<file path="src/verilog/psw_flags_pkg.sv">
// What this block does
// - base vector flag bit 15 reads one always
// - fatal acknowledge sets bit 7, blocks both levels
// - non-interrupt exception sets servicing flag bit 6
// - maskable or fatal acknowledge sets bit 5
// - gate copy of bit 5, taken at retire or acknowledge, refuses maskable acknowledgement
// - block instruction sets bit 5, unblock clears
// - bit 5 instruction change acts next instruction
// - saturation overflow sets sticky bit 4
// - plain arithmetic leaves sticky bit alone
// - carry bit 3 follows carry or borrow
package psw_flags_pkg;
  // ==========================================================
  // register map
  localparam logic [3:0] psw_addr = 4'h0;
  localparam logic [3:0] ctrl_addr = 4'h4;
  localparam int base_vec_bit = 15;
  localparam int fatal_blk_bit = 7;
  localparam int nonint_srv_bit = 6;
  localparam int mask_blk_bit = 5;
  localparam int clamp_bit = 4;
  localparam int carry_bit = 3;
  localparam logic [31:0] flag_mask = 32'h0000_80f8;
  localparam logic [31:0] unmapped_value = 32'h0000_0000;
  localparam logic mask_blk_reset = 1'b1;

  // ==========================================================
  // carriers
  typedef struct packed {
    logic req_fatal;
    logic req_maskable;
    logic exc_non_intr;
  } exc_req_t;

  typedef struct packed {
    logic retire;
    logic block_intr;
    logic unblock_intr;
    logic sat_overflow;
    logic flag_update;
    logic carry;
  } instr_evt_t;

  typedef enum logic [2:0] {
    st_idle = 3'b001,
    st_rdat = 3'b010,
    st_done = 3'b100
  } bus_state_t;
endpackage

</file>
<file path="src/verilog/psw_ack_arbiter.sv">
module psw_ack_arbiter (
  input wire logic i_fatal_block,
  input wire logic i_mask_block,
  input wire psw_flags_pkg::exc_req_t i_req,
  output logic o_ack_fatal,
  output logic o_ack_maskable
);
  import psw_flags_pkg::*;
  // servicing flag deliberately not an input
  assign o_ack_fatal = i_req.req_fatal & ~i_fatal_block;
  assign o_ack_maskable = i_req.req_maskable & ~i_mask_block & ~i_fatal_block
    & ~o_ack_fatal;
endmodule // psw_ack_arbiter

</file>
<file path="src/verilog/guest_status_word_flags.sv">
module guest_status_word_flags (
  input wire logic i_clk,
  input wire logic i_reset_n,
  input wire psw_flags_pkg::exc_req_t i_exc,
  input wire psw_flags_pkg::instr_evt_t i_ins,
  input wire logic [3:0] i_avs_address,
  input wire logic i_avs_read,
  input wire logic i_avs_write,
  input wire logic [31:0] i_avs_writedata,
  input wire logic [3:0] i_avs_byteenable,
  output logic [31:0] o_avs_readdata,
  output logic o_avs_waitrequest,
  output logic o_ack_fatal,
  output logic o_ack_maskable,
  output logic [31:0] o_status_word
);
  import psw_flags_pkg::*;

  // ==========================================================
  // flag state
  logic fblk_q, srv_q, mblk_q, clamp_q, carry_q;
  logic mblk_eff_q;
  logic fblk_d, srv_d, mblk_d, clamp_d, carry_d, mblk_eff_d;
  logic ack_f, ack_m;
  bus_state_t st_q;
  logic [31:0] rdata_q;

  wire logic [31:0] word = {16'h0000, 1'b1, 7'h00, fblk_q, srv_q, mblk_q, clamp_q, carry_q,
    3'h0};
  wire logic sel_psw = i_avs_address == psw_addr;
  wire logic sel_ctrl = i_avs_address == ctrl_addr;
  wire logic wr_go = i_avs_write & (st_q == st_idle);
  wire logic ld_psw = wr_go & sel_psw & i_avs_byteenable[0];
  wire logic [31:0] wmask = flag_mask & i_avs_writedata;

  psw_ack_arbiter u_arb (
    .i_fatal_block(fblk_q),
    .i_mask_block(mblk_eff_q),
    .i_req(i_exc),
    .o_ack_fatal(ack_f),
    .o_ack_maskable(ack_m)
  );

  // ==========================================================
  // next-state: hardware events outrank the load
  always_comb begin
    fblk_d = ld_psw ? wmask[fatal_blk_bit] : fblk_q;
    srv_d = ld_psw ? wmask[nonint_srv_bit] : srv_q;
    mblk_d = ld_psw ? wmask[mask_blk_bit] : mblk_q;
    clamp_d = ld_psw ? wmask[clamp_bit] : clamp_q;
    carry_d = ld_psw ? wmask[carry_bit] : carry_q;
    if (i_ins.retire && i_ins.block_intr) begin
      mblk_d = 1'b1;
    end else if (i_ins.retire && i_ins.unblock_intr) begin
      mblk_d = 1'b0;
    end
    if (i_ins.retire && i_ins.sat_overflow) begin
      clamp_d = 1'b1;
    end
    // plain arithmetic never touches the clamp flag
    if (i_ins.retire && i_ins.flag_update) begin
      carry_d = i_ins.carry;
    end
    if (ack_f) begin
      fblk_d = 1'b1;
    end
    if (ack_f || ack_m) begin
      mblk_d = 1'b1;
    end
    if (i_exc.exc_non_intr) begin
      srv_d = 1'b1;
    end
    // gate copy follows only at retire or on an acknowledge, so the changing instruction keeps old value
    mblk_eff_d = (i_ins.retire || ack_f || ack_m) ? mblk_d : mblk_eff_q;
  end

  always_ff @(posedge i_clk or negedge i_reset_n) begin
    if (!i_reset_n) begin
      fblk_q <= 1'b0;
      srv_q <= 1'b0;
      mblk_q <= mask_blk_reset;
      mblk_eff_q <= mask_blk_reset;
      clamp_q <= 1'b0;
      carry_q <= 1'b0;
    end else begin
      fblk_q <= fblk_d;
      srv_q <= srv_d;
      mblk_q <= mblk_d;
      mblk_eff_q <= mblk_eff_d;
      clamp_q <= clamp_d;
      carry_q <= carry_d;
    end
  end

  // ==========================================================
  // avalon slave: two wait cycles for every access
  always_ff @(posedge i_clk or negedge i_reset_n) begin
    if (!i_reset_n) begin
      st_q <= st_idle;
      rdata_q <= 32'h0000_0000;
    end else begin
      case (st_q)
        st_idle: begin
          if (i_avs_read || i_avs_write) begin
            st_q <= st_rdat;
          end
          rdata_q <= sel_psw ? word : (sel_ctrl ? {31'h0, mblk_eff_q} : unmapped_value);
        end
        st_rdat: st_q <= st_done;
        st_done: st_q <= st_idle;
        default: st_q <= st_idle;
      endcase
    end
  end

  always_ff @(posedge i_clk or negedge i_reset_n) begin
    if (!i_reset_n) begin
      o_avs_waitrequest <= 1'b1;
      o_avs_readdata <= 32'h0000_0000;
      o_ack_fatal <= 1'b0;
      o_ack_maskable <= 1'b0;
      o_status_word <= 32'h0000_8020;
    end else begin
      o_avs_waitrequest <= ~(st_q == st_rdat);
      o_avs_readdata <= rdata_q;
      o_ack_fatal <= ack_f;
      o_ack_maskable <= ack_m;
      o_status_word <= {16'h0000, 1'b1, 7'h00, fblk_d, srv_d, mblk_d, clamp_d, carry_d, 3'h0};
    end
  end
endmodule // guest_status_word_flags

</file>
<file path="config.mk">
export PLATFORM = sky130hd
export DESIGN_NAME = guest_status_word_flags
export DESIGN_NICKNAME = d
export VERILOG_FILES = /design/src/verilog/psw_flags_pkg.sv /design/src/verilog/psw_ack_arbiter.sv /design/src/verilog/guest_status_word_flags.sv
export SDC_FILE = /design/constraint.sdc
export NUM_CORES = 1
export LEC_CHECK = 0
export ABC_CLOCK_PERIOD_IN_PS = 4360
export BUFFER_PORTS_ARGS = -buffer_cell sky130_fd_sc_hd__buf_2
export CAP_MARGIN = 20
export CORE_ASPECT_RATIO = 1.5
export CORE_MARGIN = 5
export CORE_UTILIZATION = 41
export DETAILED_ROUTE_END_ITERATION = 6
export GPL_ROUTABILITY_DRIVEN = 0
export PLACE_DENSITY = 0.86
export SKIP_LAST_GASP = 1
export SYNTH_ARGS = -nofsm -noshare
export SYNTH_HDL_FRONTEND = slang
export SYNTH_SLANG_ARGS = --single-unit
</file>
<file path="constraint.sdc">
create_clock -name i_clk -period 4.36 [get_ports i_clk]
set_input_delay 0.872 -clock i_clk [delete_from_list [all_inputs] [get_ports i_clk]]
set_output_delay 0.872 -clock i_clk [all_outputs]
set_load 0.05 [all_outputs]
</file>
Yosys cells after proc, flatten, opt, wreduce, memory -nomap -nowiden --
Index checks and enable logic that the tools add are counted. Widths: inputs -> output; s select.
Storage, ports and cells: flip-flop bits (word level) 81, input bits 53, output and inout port bits 67, word-level logic and storage cells 53
Cells by class: eq/ne operators 4, muxes and demuxes 16, bitwise gates (word level) 11, reductions and logical operators 9
Operator list (count):
- $mux 16 | 1
- $mux 1 | 13
- $and 1x1->1 | 7
- $pmux 3 s2 | 1
- $eq 4x3->1 const B | 1
- $logic_and 1x1->1 | 4
- $logic_not 4->1 | 1
- $logic_or 1x1->1 | 4
- $not 1->1 | 4
- $eq 3x1->1 const B | 1
- $eq 3x2->1 const B | 1
- $mux 3 | 1
- $ne 2x1->1 const B | 1

Longest topological paths before layout --
Gate-level depths: netlist of the first run.
depth in word-level cells 8, mapped depth 4, gate-level depth less buffers 4

By module --
From an unflattened synthesis of the first run, not the netlist that was laid out.
Second synthesis, totals: cell total of the unflattened synthesis 129, area total of the unflattened synthesis 1397.6 um^2
By module, submodules not included:
- guest_status_word_flags | instances 1, cells each 127, area an instance 1376.3 um^2, sequential area each 655.6 um^2
- psw_ack_arbiter | instances 1, cells each 2, area an instance 21.3 um^2, sequential area each 0.0 um^2

Least setup slack after synthesis of the first run --
Ideal clock, no wire load.
path kind input to register, start point input port i_avs_address[1], end point register mblk_eff_q, library setup time 0.095 ns, data arrival time 2.103 ns, required time 4.265 ns, path slack 2.162 ns, stages on the path 4, path through or3_1 nor4_4 mux2i_1 o221ai_1
On the way: longest elaborated chain between the ends 7
RTL lines:
- start, declared | RTL line guest_status_word_flags.sv:6 | input wire logic [3:0] i_avs_address,
- $logic_not 4->1 | RTL line guest_status_word_flags.sv:30 | wire logic sel_psw = i_avs_address == psw_addr;
- $and 1x1->1 (2 in series) | RTL line guest_status_word_flags.sv:33 | wire logic ld_psw = wr_go & sel_psw & i_avs_byteenable[0];
- $mux 1 | RTL line guest_status_word_flags.sv:49 | mblk_d = ld_psw ? wmask[mask_blk_bit] : mblk_q;
- $mux 1 | RTL line guest_status_word_flags.sv:54 | end else if (i_ins.retire && i_ins.unblock_intr) begin
- $mux 1 | RTL line guest_status_word_flags.sv:52 | if (i_ins.retire && i_ins.block_intr) begin
- $mux 1 | RTL line guest_status_word_flags.sv:67 | if (ack_f || ack_m) begin
- end signal, assigned | RTL line guest_status_word_flags.sv:82 | mblk_eff_q <= mask_blk_reset;
- end signal, assigned | RTL line guest_status_word_flags.sv:89 | mblk_eff_q <= mblk_eff_d;
- end, declared | RTL line guest_status_word_flags.sv:22 | logic mblk_eff_q;
Every way passes these cells. A chain may end at the register's enable or synchronous reset.

Worst setup path in the final report of the first run --
Ends and elaborated chain as after synthesis.

==> metrics.txt, run 1 <==
Synth Area in Adders=0; number of I/O port buffers=37; Synth Area in Simple Gates=0.0975; row cnt=26; first-pass detailed-route iteration total=4; Post-synth EDFFs=0; Worst slew margin=0.644; synth top area cells=dfrtp_1, buf_4, dfstp_2; #FFs+latches synth=26; leading area contributor after synthesis=dfrtp_1; clock group share of total power=0.193; Comb power frac=0.388; fraction of registers with async set/reset=1.00; area delta synth->final=3.52%; routed len/inst=about 11 um; prevailing post-synth register cell=dfrtp_1; setup bufs post-CTS=0; Unique masters post-synth=27; final setup TNS=0 ns; Clock Pin Slew Worst Setup and Hold Paths=0.08 ns; initial core utilization=0.414; Hold Fails Final Rpt=0; Ys Warns=0; Clock Path Buffers=2; clock root buffer=clkbuf_8; CTS buffer count=3; fmax=0.462 GHz; outcome=finished, final reports clean; worst stage delay on the critical path=0.50 ns; CTS tree=done; compound-gate portion of the synthesized area=0.0830; Starting DRT DRC Count=16; maxcap violations=0; layout cell share with drive strength beyond 1=0.294; xor and xnor area share after synthesis=0; nets=217; endpoint class of the critical path=flip-flop; core box area=0.00335 sq mm; vias in the first global route=747; overall die area=0.00467 sq mm; vias per cell=roughly 4.0; sequential share of the synthesized area=0.473; Buf+Inv Stages, Crit Path=1; Tcrit/Tclk final=0.497; startpoint types=input pin; pin count of the biggest net entering global routing=27; Synth Instances=between 100 and 150; initial antenna violation count=0; P_int=435 uW; WL final=2220 um; HP Class=reg -> reg; Remaining DRCs=0; final worst path period need=2.17 ns; Worst Path Max Fanout=7; Inserted Diodes=0; net switching power figure=332 uW; WP data arrival=~2.3 ns; worst-margin pin slew=0.534 ns; number of setup violations in the final report=0; Die H=between 80 and 90 um; skew final=0.00119 ns; mux cell area share after synthesis=0.0217; sw frac=0.433; Max IR drop VDD=303 uV; mapped cell area=0.00139 sq mm; Pleak=0.000786 uW; Die X-Extent=57.5 um; CTS Hold Bufs=0; post_cts resized=0; crit-path cells=buf_2, or3_1, nor4_4, mux2i_1, o221ai_1; CP max-delay cell=nor4_4; syn avg cell area=approximately 11 sq um; first-pass GRT wire length=between 3000 and 4000 um; DP Cell Count=roughly 200; dpl hpwl=about 1900 um; CP required=4.54 ns; share of power burned in registers=0.419; GRT Util Overall=0.0914; Layout Cells excl Fill=205; main combinational cell family by area after synthesis=buffers and inverters; Yosys top cell area share=0.397; via count=just over 800; final slew viol count=0; I/O Pins=120; CP top delay family=simple AND/OR/NAND/NOR gates; H-tree depth=1; Detail Route Antenna Nets=0; clock sinks=26; RSZ-0062 raised after global routing=no; Setup CP Type=in -> reg; clk_lat worst skew=0.26 ns; Power per Cell Area=535 mW/mm^2; grt total ovfl=0
registers in the layout (all words and copies together) (netlist names):
signal,cells
o_avs_readdata,7
rdata_q,7
o_status_word,5
st_q,3
mblk_eff_q,1
o_ack_fatal,1
o_ack_maskable,1
o_avs_waitrequest,1
final timing paths:
kind	slack [ns]	cells past startpoint	start	end
max	2.19	5	i_avs_address[1]	mblk_eff_q$_DFFE_PN1P_
min	0.38	0	rdata_q[0]$_DFFE_PN0N_	o_avs_readdata[0]$_DFF_PN0_
max reg2reg	2.32	4	st_q[0]$_DFFE_PN1P_	mblk_eff_q$_DFFE_PN1P_
min in group asynchronous	0.58	1	i_reset_n	o_avs_readdata[4]$_DFF_PN0_
max in group asynchronous	3.41	1	i_reset_n	st_q[0]$_DFFE_PN1P_
min reg2reg	0.38	0	rdata_q[0]$_DFFE_PN0N_	o_avs_readdata[0]$_DFF_PN0_
final cells by class:
cell class	count	area, sq um
Fill cell	325	1920
Sequential cell	26	656
Multi-Input combinational cell	93	475
Timing Repair Buffer	37	185
Clock buffer	4	55.1
Tap cell	42	52.6
Inverter	3	11.3
cell usage after synthesis, types with 2 or more instances:
| master | number |
|---|---|
| buf_4 | 57 |
| dfrtp_1 | 22 |
| nand2_1 | 6 |
| nor2_1 | 6 |
| a22o_1 | 5 |
| dfstp_2 | 4 |
| a21oi_1 | 3 |
| inv_1 | 3 |
| mux2i_1 | 3 |
| conb_1 | 2 |
| nor2b_1 | 2 |
| o21ai_0 | 2 |
power groups by stage:
| stage | Sequential, uW | Combinational [uW] | Clock [uW] |
|---|---|---|---|
| 6_report | 322 | 298 | 148 |
| 5_1_grt | 328 | 314 | 162 |
| 4_1_cts | 323 | 299 | 152 |
| 3_5_place_dp | 327 | 299 | 0 |
| 3_3_place_gp | 323 | 295 | 0 |
| 2_1_floorplan | 380 | 236 | 0 |
cell usage in the layout, fill, tap and decap left out:
cell type | synthesis | layout
conb_1 | 2 | 52
buf_2 | 0 | 37
dfrtp_1 | 22 | 22
nand2_1 | 6 | 6
nor2_1 | 6 | 6
a22o_1 | 5 | 5
clkbuf_8 | 0 | 4
dfstp_2 | 4 | 4
inv_1 | 3 | 3
mux2i_1 | 3 | 3
a21oi_1 | 3 | 3
nor2b_1 | 2 | 2
o21ai_0 | 2 | 2
nor3b_1 | 1 | 1
nor4b_1 | 1 | 1
or3b_4 | 1 | 1
or3_1 | 1 | 1
nor4_4 | 1 | 1
a211o_1 | 1 | 1
and2_1 | 1 | 1
a2bb2oi_1 | 1 | 1
o21ai_1 | 1 | 1
nor3_2 | 1 | 1
o31ai_1 | 1 | 1
nand2b_1 | 1 | 1
o221ai_1 | 1 | 1
a21o_1 | 1 | 1
logic make-up after synthesis:
logic type | Yosys count
flops | 26
simple gates | 22
compound gates | 16
other cells | 2
buf+inv | 61
mux | 3
routing by layer:
layer  global-route usage  part of all wire  up-vias
met4               0.0487             0.010        0
met1               0.0966              0.33      373
met5                    0                 0        -
met2                0.155              0.49       66
met3               0.0350              0.17        2
li1                     -                 -      379
metrics by stage:
stage | utilization | power (uW) | area [sq um] | hold slack (ns) | setup WS, ns
CTS | 0.428 | 774 | 1440 | 0.382 | 2.16
global placement | 0.412 | 618 | 1380 | 0.360 | 1.88
floorplan | - | 617 | 1570 | 0.354 | 2.16
global route | 0.428 | 803 | 1440 | 0.391 | 2.09
detailed placement | 0.412 | 627 | 1380 | 0.363 | 1.88
finish | 0.428 | 768 | 1440 | 0.380 | 2.19
(Power assumes the default switching activity.)
==> run 2: changes to the inputs <==
Settings changed: ABC_CLOCK_PERIOD_IN_PS 4360 to 2000, CORE_UTILIZATION 41 to 38, PLACE_DENSITY 0.86 to 0.8.
Clock period 4.36 ns to 2 ns, I/O delays scaled along.
==> run 2 against run 1 <==
Against the previous run:
- clock skew increased by 0.0045 ns
- largest power group unchanged
- global-route usage decreased by 0.32 points
- critical path type is now reg -> reg
- via count decreased by 0.85%
- first-iteration DRC count decreased by 50%
- sequential share of layout area decreased by 0.079 points
- cell area increased by 0.17%
- clock power increased by 83%
- routed wire length increased by 0.22%
- final cell count increased by 0.98%
- non-clock buffer count increased by 2
==> metrics.txt, run 2 (synthesis gave the netlist of run 1 again) <==
WL final=2230 um; HP Class=in -> async; crit-path cells=or3b_4, nor4_4, buf_4, mux2i_1, o221ai_1; first-pass detailed-route iteration total=3; Detail Route Antenna Nets=0; CP required=approximately 2.2 ns; dpl hpwl=1880 um; Hold Fails Final Rpt=0; Max IR drop VDD=between 400 and 500 uV; setup bufs post-CTS=0; CP top delay family=simple AND/OR/NAND/NOR gates; endpoint class of the critical path=flip-flop; biggest regs=o_avs_readdata: 7 flops, rdata_q: 7 flops, o_status_word: 5 flops; core box area=0.00361 sq mm; clock sinks=26; maxcap violations=0; clk_lat worst skew=0.26 ns; Power per Cell Area=~1100 mW/mm^2; Total Power=around 1600 uW; worst stage delay on the critical path=0.53 ns; clock root buffer=clkbuf_8; Clock Pin Slew Worst Setup and Hold Paths=about 0.08 ns; Worst slew margin=0.637; layout cell share with drive strength beyond 1=0.299; first-pass GRT wire length=roughly 3300 um; H-tree depth=1; final slew viol count=0; overall die area=about 0.005 sq mm; Clock Path Buffers=2; Inserted Diodes=0; nets=219; final worst path period need=1.85 ns; vias per cell=3.93; area delta synth->final=3.70%; Pleak=around 0.0008 uW; skew final=0.00572 ns; post_cts resized=0; worst-margin pin slew=0.544 ns; fmax=0.540 GHz; row cnt=27; Worst Path Max Fanout=7; GRT Util Overall=0.0882; startpoint types=flip-flop; I/O Pins=120; number of I/O port buffers=37; Tcrit/Tclk final=0.926; pin count of the biggest net entering global routing=27; final setup TNS=0 ns; number of setup violations in the final report=0; initial antenna violation count=0; vias in the first global route=between 700 and 800; commonest non-fill, non-tap cell in the layout=conb_1; Remaining DRCs=0; grt total ovfl=0; outcome=finished, final reports clean; initial core utilization=0.384; Setup CP Type=reg -> reg; CTS Hold Bufs=0; CTS buffer count=3; via count=slightly above 800; commonest non-fill, non-tap cells in the layout=conb_1, buf_2, dfrtp_1; CP max-delay cell=dfstp_2; WP data arrival=between 2 and 2.5 ns; Die H=84.0 um; RSZ-0062 raised after global routing=no; Layout Utilization=0.398; Buf+Inv Stages, Crit Path=1; routed len/inst=~11 um; Die X-Extent=59.3 um; Starting DRT DRC Count=8; CTS tree=done
-- run 2: final cells by class --
cell class,count,area [sq um]
fill,365,2180
clock buffer,3,41.3
sequential,26,656
timing repair buffer,39,200
inverter,3,11.3
multi-input combinational,93,475
tap,43,53.8
-- run 2: through the flow --
| stage | hold slack, ns | cells | instance area, sq um | worst slack (ns) |
|---|---|---|---|---|
| floorplan | 0.104 | 180 | 1570 | 0.199 |
| global placement | 0.359 | 204 | 1400 | 0.124 |
| detailed placement | 0.361 | 204 | 1400 | 0.128 |
| CTS | 0.131 | 207 | 1440 | 0.126 |
| global route | 0.165 | 207 | 1440 | 0.00585 |
| finish | 0.116 | 207 | 1440 | 0.148 |
-- run 2: report_power, final --
part / leakage (uW) / total [uW] / internal, uW / switching [uW]
sequential: 0.000327 / 702 / 649 / 53.2
combinational: 0.000440 / 668 / 141 / 527
clock: 0.0000216 / 271 / 134 / 137
total: 0.000789 / 1640 / 924 / 718
-- run 2: final timing paths --
check / cells after the start / slack [ns] / from / to
max in group asynchronous: 1 / 1.51 / i_reset_n / st_q[0]$_DFFE_PN1P_
min: 1 / 0.12 / i_reset_n / o_avs_readdata[7]$_DFF_PN0_
max: 5 / 0.15 / st_q[0]$_DFFE_PN1P_ / mblk_eff_q$_DFFE_PN1P_
max reg2reg: 5 / 0.15 / st_q[0]$_DFFE_PN1P_ / mblk_eff_q$_DFFE_PN1P_
min in group i_clk: 3 / 0.33 / i_ins[2] / o_status_word[4]$_DFF_PN0_
min reg2reg: 0 / 0.38 / rdata_q[0]$_DFFE_PN0N_ / o_avs_readdata[0]$_DFF_PN0_
-- run 2: worst register-to-register path, stage by stage, from the launching register on --
cell	delay, ns
dfstp_2	0.53
or3b_4	0.39
nor4_4	0.26
buf_4	0.20
mux2i_1	0.25
o221ai_1	0.15
-- run 2: metal layers --
layer | GRT usage | wire length (um) | vias to the layer above
li1 | - | - | 382
met5 | 0 | 0 | -
met3 | 0.0387 | 442 | 2
met2 | 0.137 | 1020 | 66
met1 | 0.0995 | 746 | 363
met4 | 0.0433 | 17 | 0
==> run 3: changes to the inputs <==
Settings changed: PLACE_DENSITY 0.8 to 0.89.
==> run 3 against run 2 <==
Against the previous run:
- sequential power about the same
- clock skew decreased by 0.0041 ns
- die area is the same
- sequential cell count unchanged
- combinational power about the same
- largest cell class unchanged
- register-to-register slack is essentially flat
- routed wire length is 3.8% higher
- power increased by 2.8%
- global-route usage fell by 0.15 points
- critical path type unchanged
- critical path depth unchanged
- first-iteration DRC count grew to 2.5 times the previous value
==> metrics.txt, run 3 (synthesis gave the netlist of run 1 again) <==
outcome=finished, final reports clean; commonest non-fill, non-tap cell in the layout=conb_1; dpl hpwl=slightly below 2000 um; H-tree depth=1; worst stage delay on the critical path=0.53 ns; clk_lat worst skew=0.26 ns; fmax=0.540 GHz; first-pass detailed-route iteration total=4; Reg2Reg Setup Slack=0.15 ns; skew final=about 0.0016 ns; core box area=0.00361 sq mm; row cnt=27; nets=roughly 220; clock root buffer=clkbuf_8; Pleak=0.000796 uW; post_cts resized=0; number of I/O port buffers=37; routed len/inst=11.1 um; crit-path cells=or3b_4, nor4_4, buf_4, mux2i_1, o221ai_1; final setup TNS=0 ns; Inserted Diodes=0; reg-to-reg endpoint=mblk_eff_q$_DFFE_PN1P_; area delta synth->final=4.69%; Worst R2R Start=st_q[0]$_DFFE_PN1P_; CP max-delay cell=dfstp_2; Starting DRT DRC Count=20; via count=816; layout cell share with drive strength beyond 1=0.303; Remaining DRCs=0; Die H=84.0 um; clock sinks=26; Worst slew margin=0.638; Die X-Extent=59.3 um; CTS tree=done; WP data arrival=about 2.0 ns; initial antenna violation count=0; Clock Pin Slew Worst Setup and Hold Paths=approximately 0.08 ns; setup bufs post-CTS=0; initial core utilization=0.384; first-pass GRT wire length=3350 um; grt total ovfl=0; worst-margin pin slew=between 0.5 and 0.6 ns; WL final=2310 um; Setup CP Type=reg -> reg; startpoint types=flip-flop; Worst Path Max Fanout=7; CTS buffer count=3; Hold WS=between 0.1 and 0.15 ns; final slew viol count=0; Hold Fails Final Rpt=0; R2R cell count=5; fillcell total=366; Max IR drop VDD=576 uV; overall die area=0.00498 sq mm; pin count of the biggest net entering global routing=27; CP required=2.17 ns; HP Class=in -> async; commonest non-fill, non-tap cells in the layout=conb_1, buf_2, dfrtp_1; vias per cell=3.92; Power per Cell Area=1160 mW/mm^2; biggest regs=o_avs_readdata: 7 flops, rdata_q: 7 flops, o_status_word: 5 flops; number of setup violations in the final report=0; I/O Pins=120; maxcap violations=0; CTS Hold Bufs=0; Detail Route Antenna Nets=0; endpoint class of the critical path=flip-flop; GRT Util Overall=0.0867; final worst path period need=1.85 ns; vias in the first global route=753; RSZ-0062 raised after global routing=no; Tcrit/Tclk final=0.926; Clock Path Buffers=2
==> run 3: cell count changes in the layout (fill, tap and decap cells not counted), sizes merged <==
cell	delta
clkbuf	+1
==> run 3: final cells by class <==
type / count / area, sq um / area share
flip-flops and latches: 26 / 656 / 0.452
clock buffers: 4 / 55.1 / 0.0379
inverters: 3 / 11.3 / 0.00776
repair buffers: 39 / 200 / 0.138
well taps: 43 / 53.8 / 0.0371
multi-input cells: 93 / 475 / 0.328
==> run 3: worst max path at each step <==
stage	slack (ns)	cells after the start	endpoint	from
final	0.15	5	mblk_eff_q$_DFFE_PN1P_	st_q[0]$_DFFE_PN1P_
after global routing	0.06	5	mblk_eff_q$_DFFE_PN1P_	st_q[0]$_DFFE_PN1P_
after CTS	0.12	5	mblk_eff_q$_DFFE_PN1P_	st_q[0]$_DFFE_PN1P_
after detailed placement	0.11	6	mblk_eff_q$_DFFE_PN1P_	i_avs_address[1]
after global placement	0.13	6	mblk_eff_q$_DFFE_PN1P_	i_avs_address[1]
after floorplan	0.20	4	mblk_eff_q$_DFFE_PN1P_	st_q[0]$_DFFE_PN1P_
==> run 3: metrics by stage <==
step / std cells / instance area (sq um) / power (uW) / setup WS, ns / utilization
finish: 208 / 1450 / 1690 / 0.149 / 0.402
global route: 208 / 1450 / 1770 / 0.0596 / 0.402
CTS: 208 / 1450 / 1710 / 0.117 / 0.402
detailed placement: 204 / 1400 / 1390 / 0.114 / 0.386
global placement: 204 / 1400 / 1360 / 0.131 / 0.386
floorplan: 180 / 1570 / 1340 / 0.199 / -
==> run 3: worst max-delay path: cells and delay by family (launching register included) <==
kind | cells | cell delay, ns
mux | 1 | 0.24
simple gates | 2 | 0.65
flops | 1 | 0.53
compound gates | 1 | 0.15
buf+inv | 1 | 0.20
==> run 3: per-layer routing <==
layer | part of all wire | track usage | up-vias
met5 | 0 | 0 | -
met4 | 0.0065 | 0.0309 | 0
met3 | 0.19 | 0.0402 | 2
met2 | 0.48 | 0.142 | 65
met1 | 0.32 | 0.0950 | 365
li1 | - | - | 384
==> run 3: power breakdown <==
| part | internal (uW) | total (uW) | leakage (uW) | switching, uW |
|---|---|---|---|---|
| logic | 141 | 666 | 0.000440 | 525 |
| clock network | 175 | 318 | 0.0000288 | 143 |
| registers | 649 | 703 | 0.000327 | 54.6 |
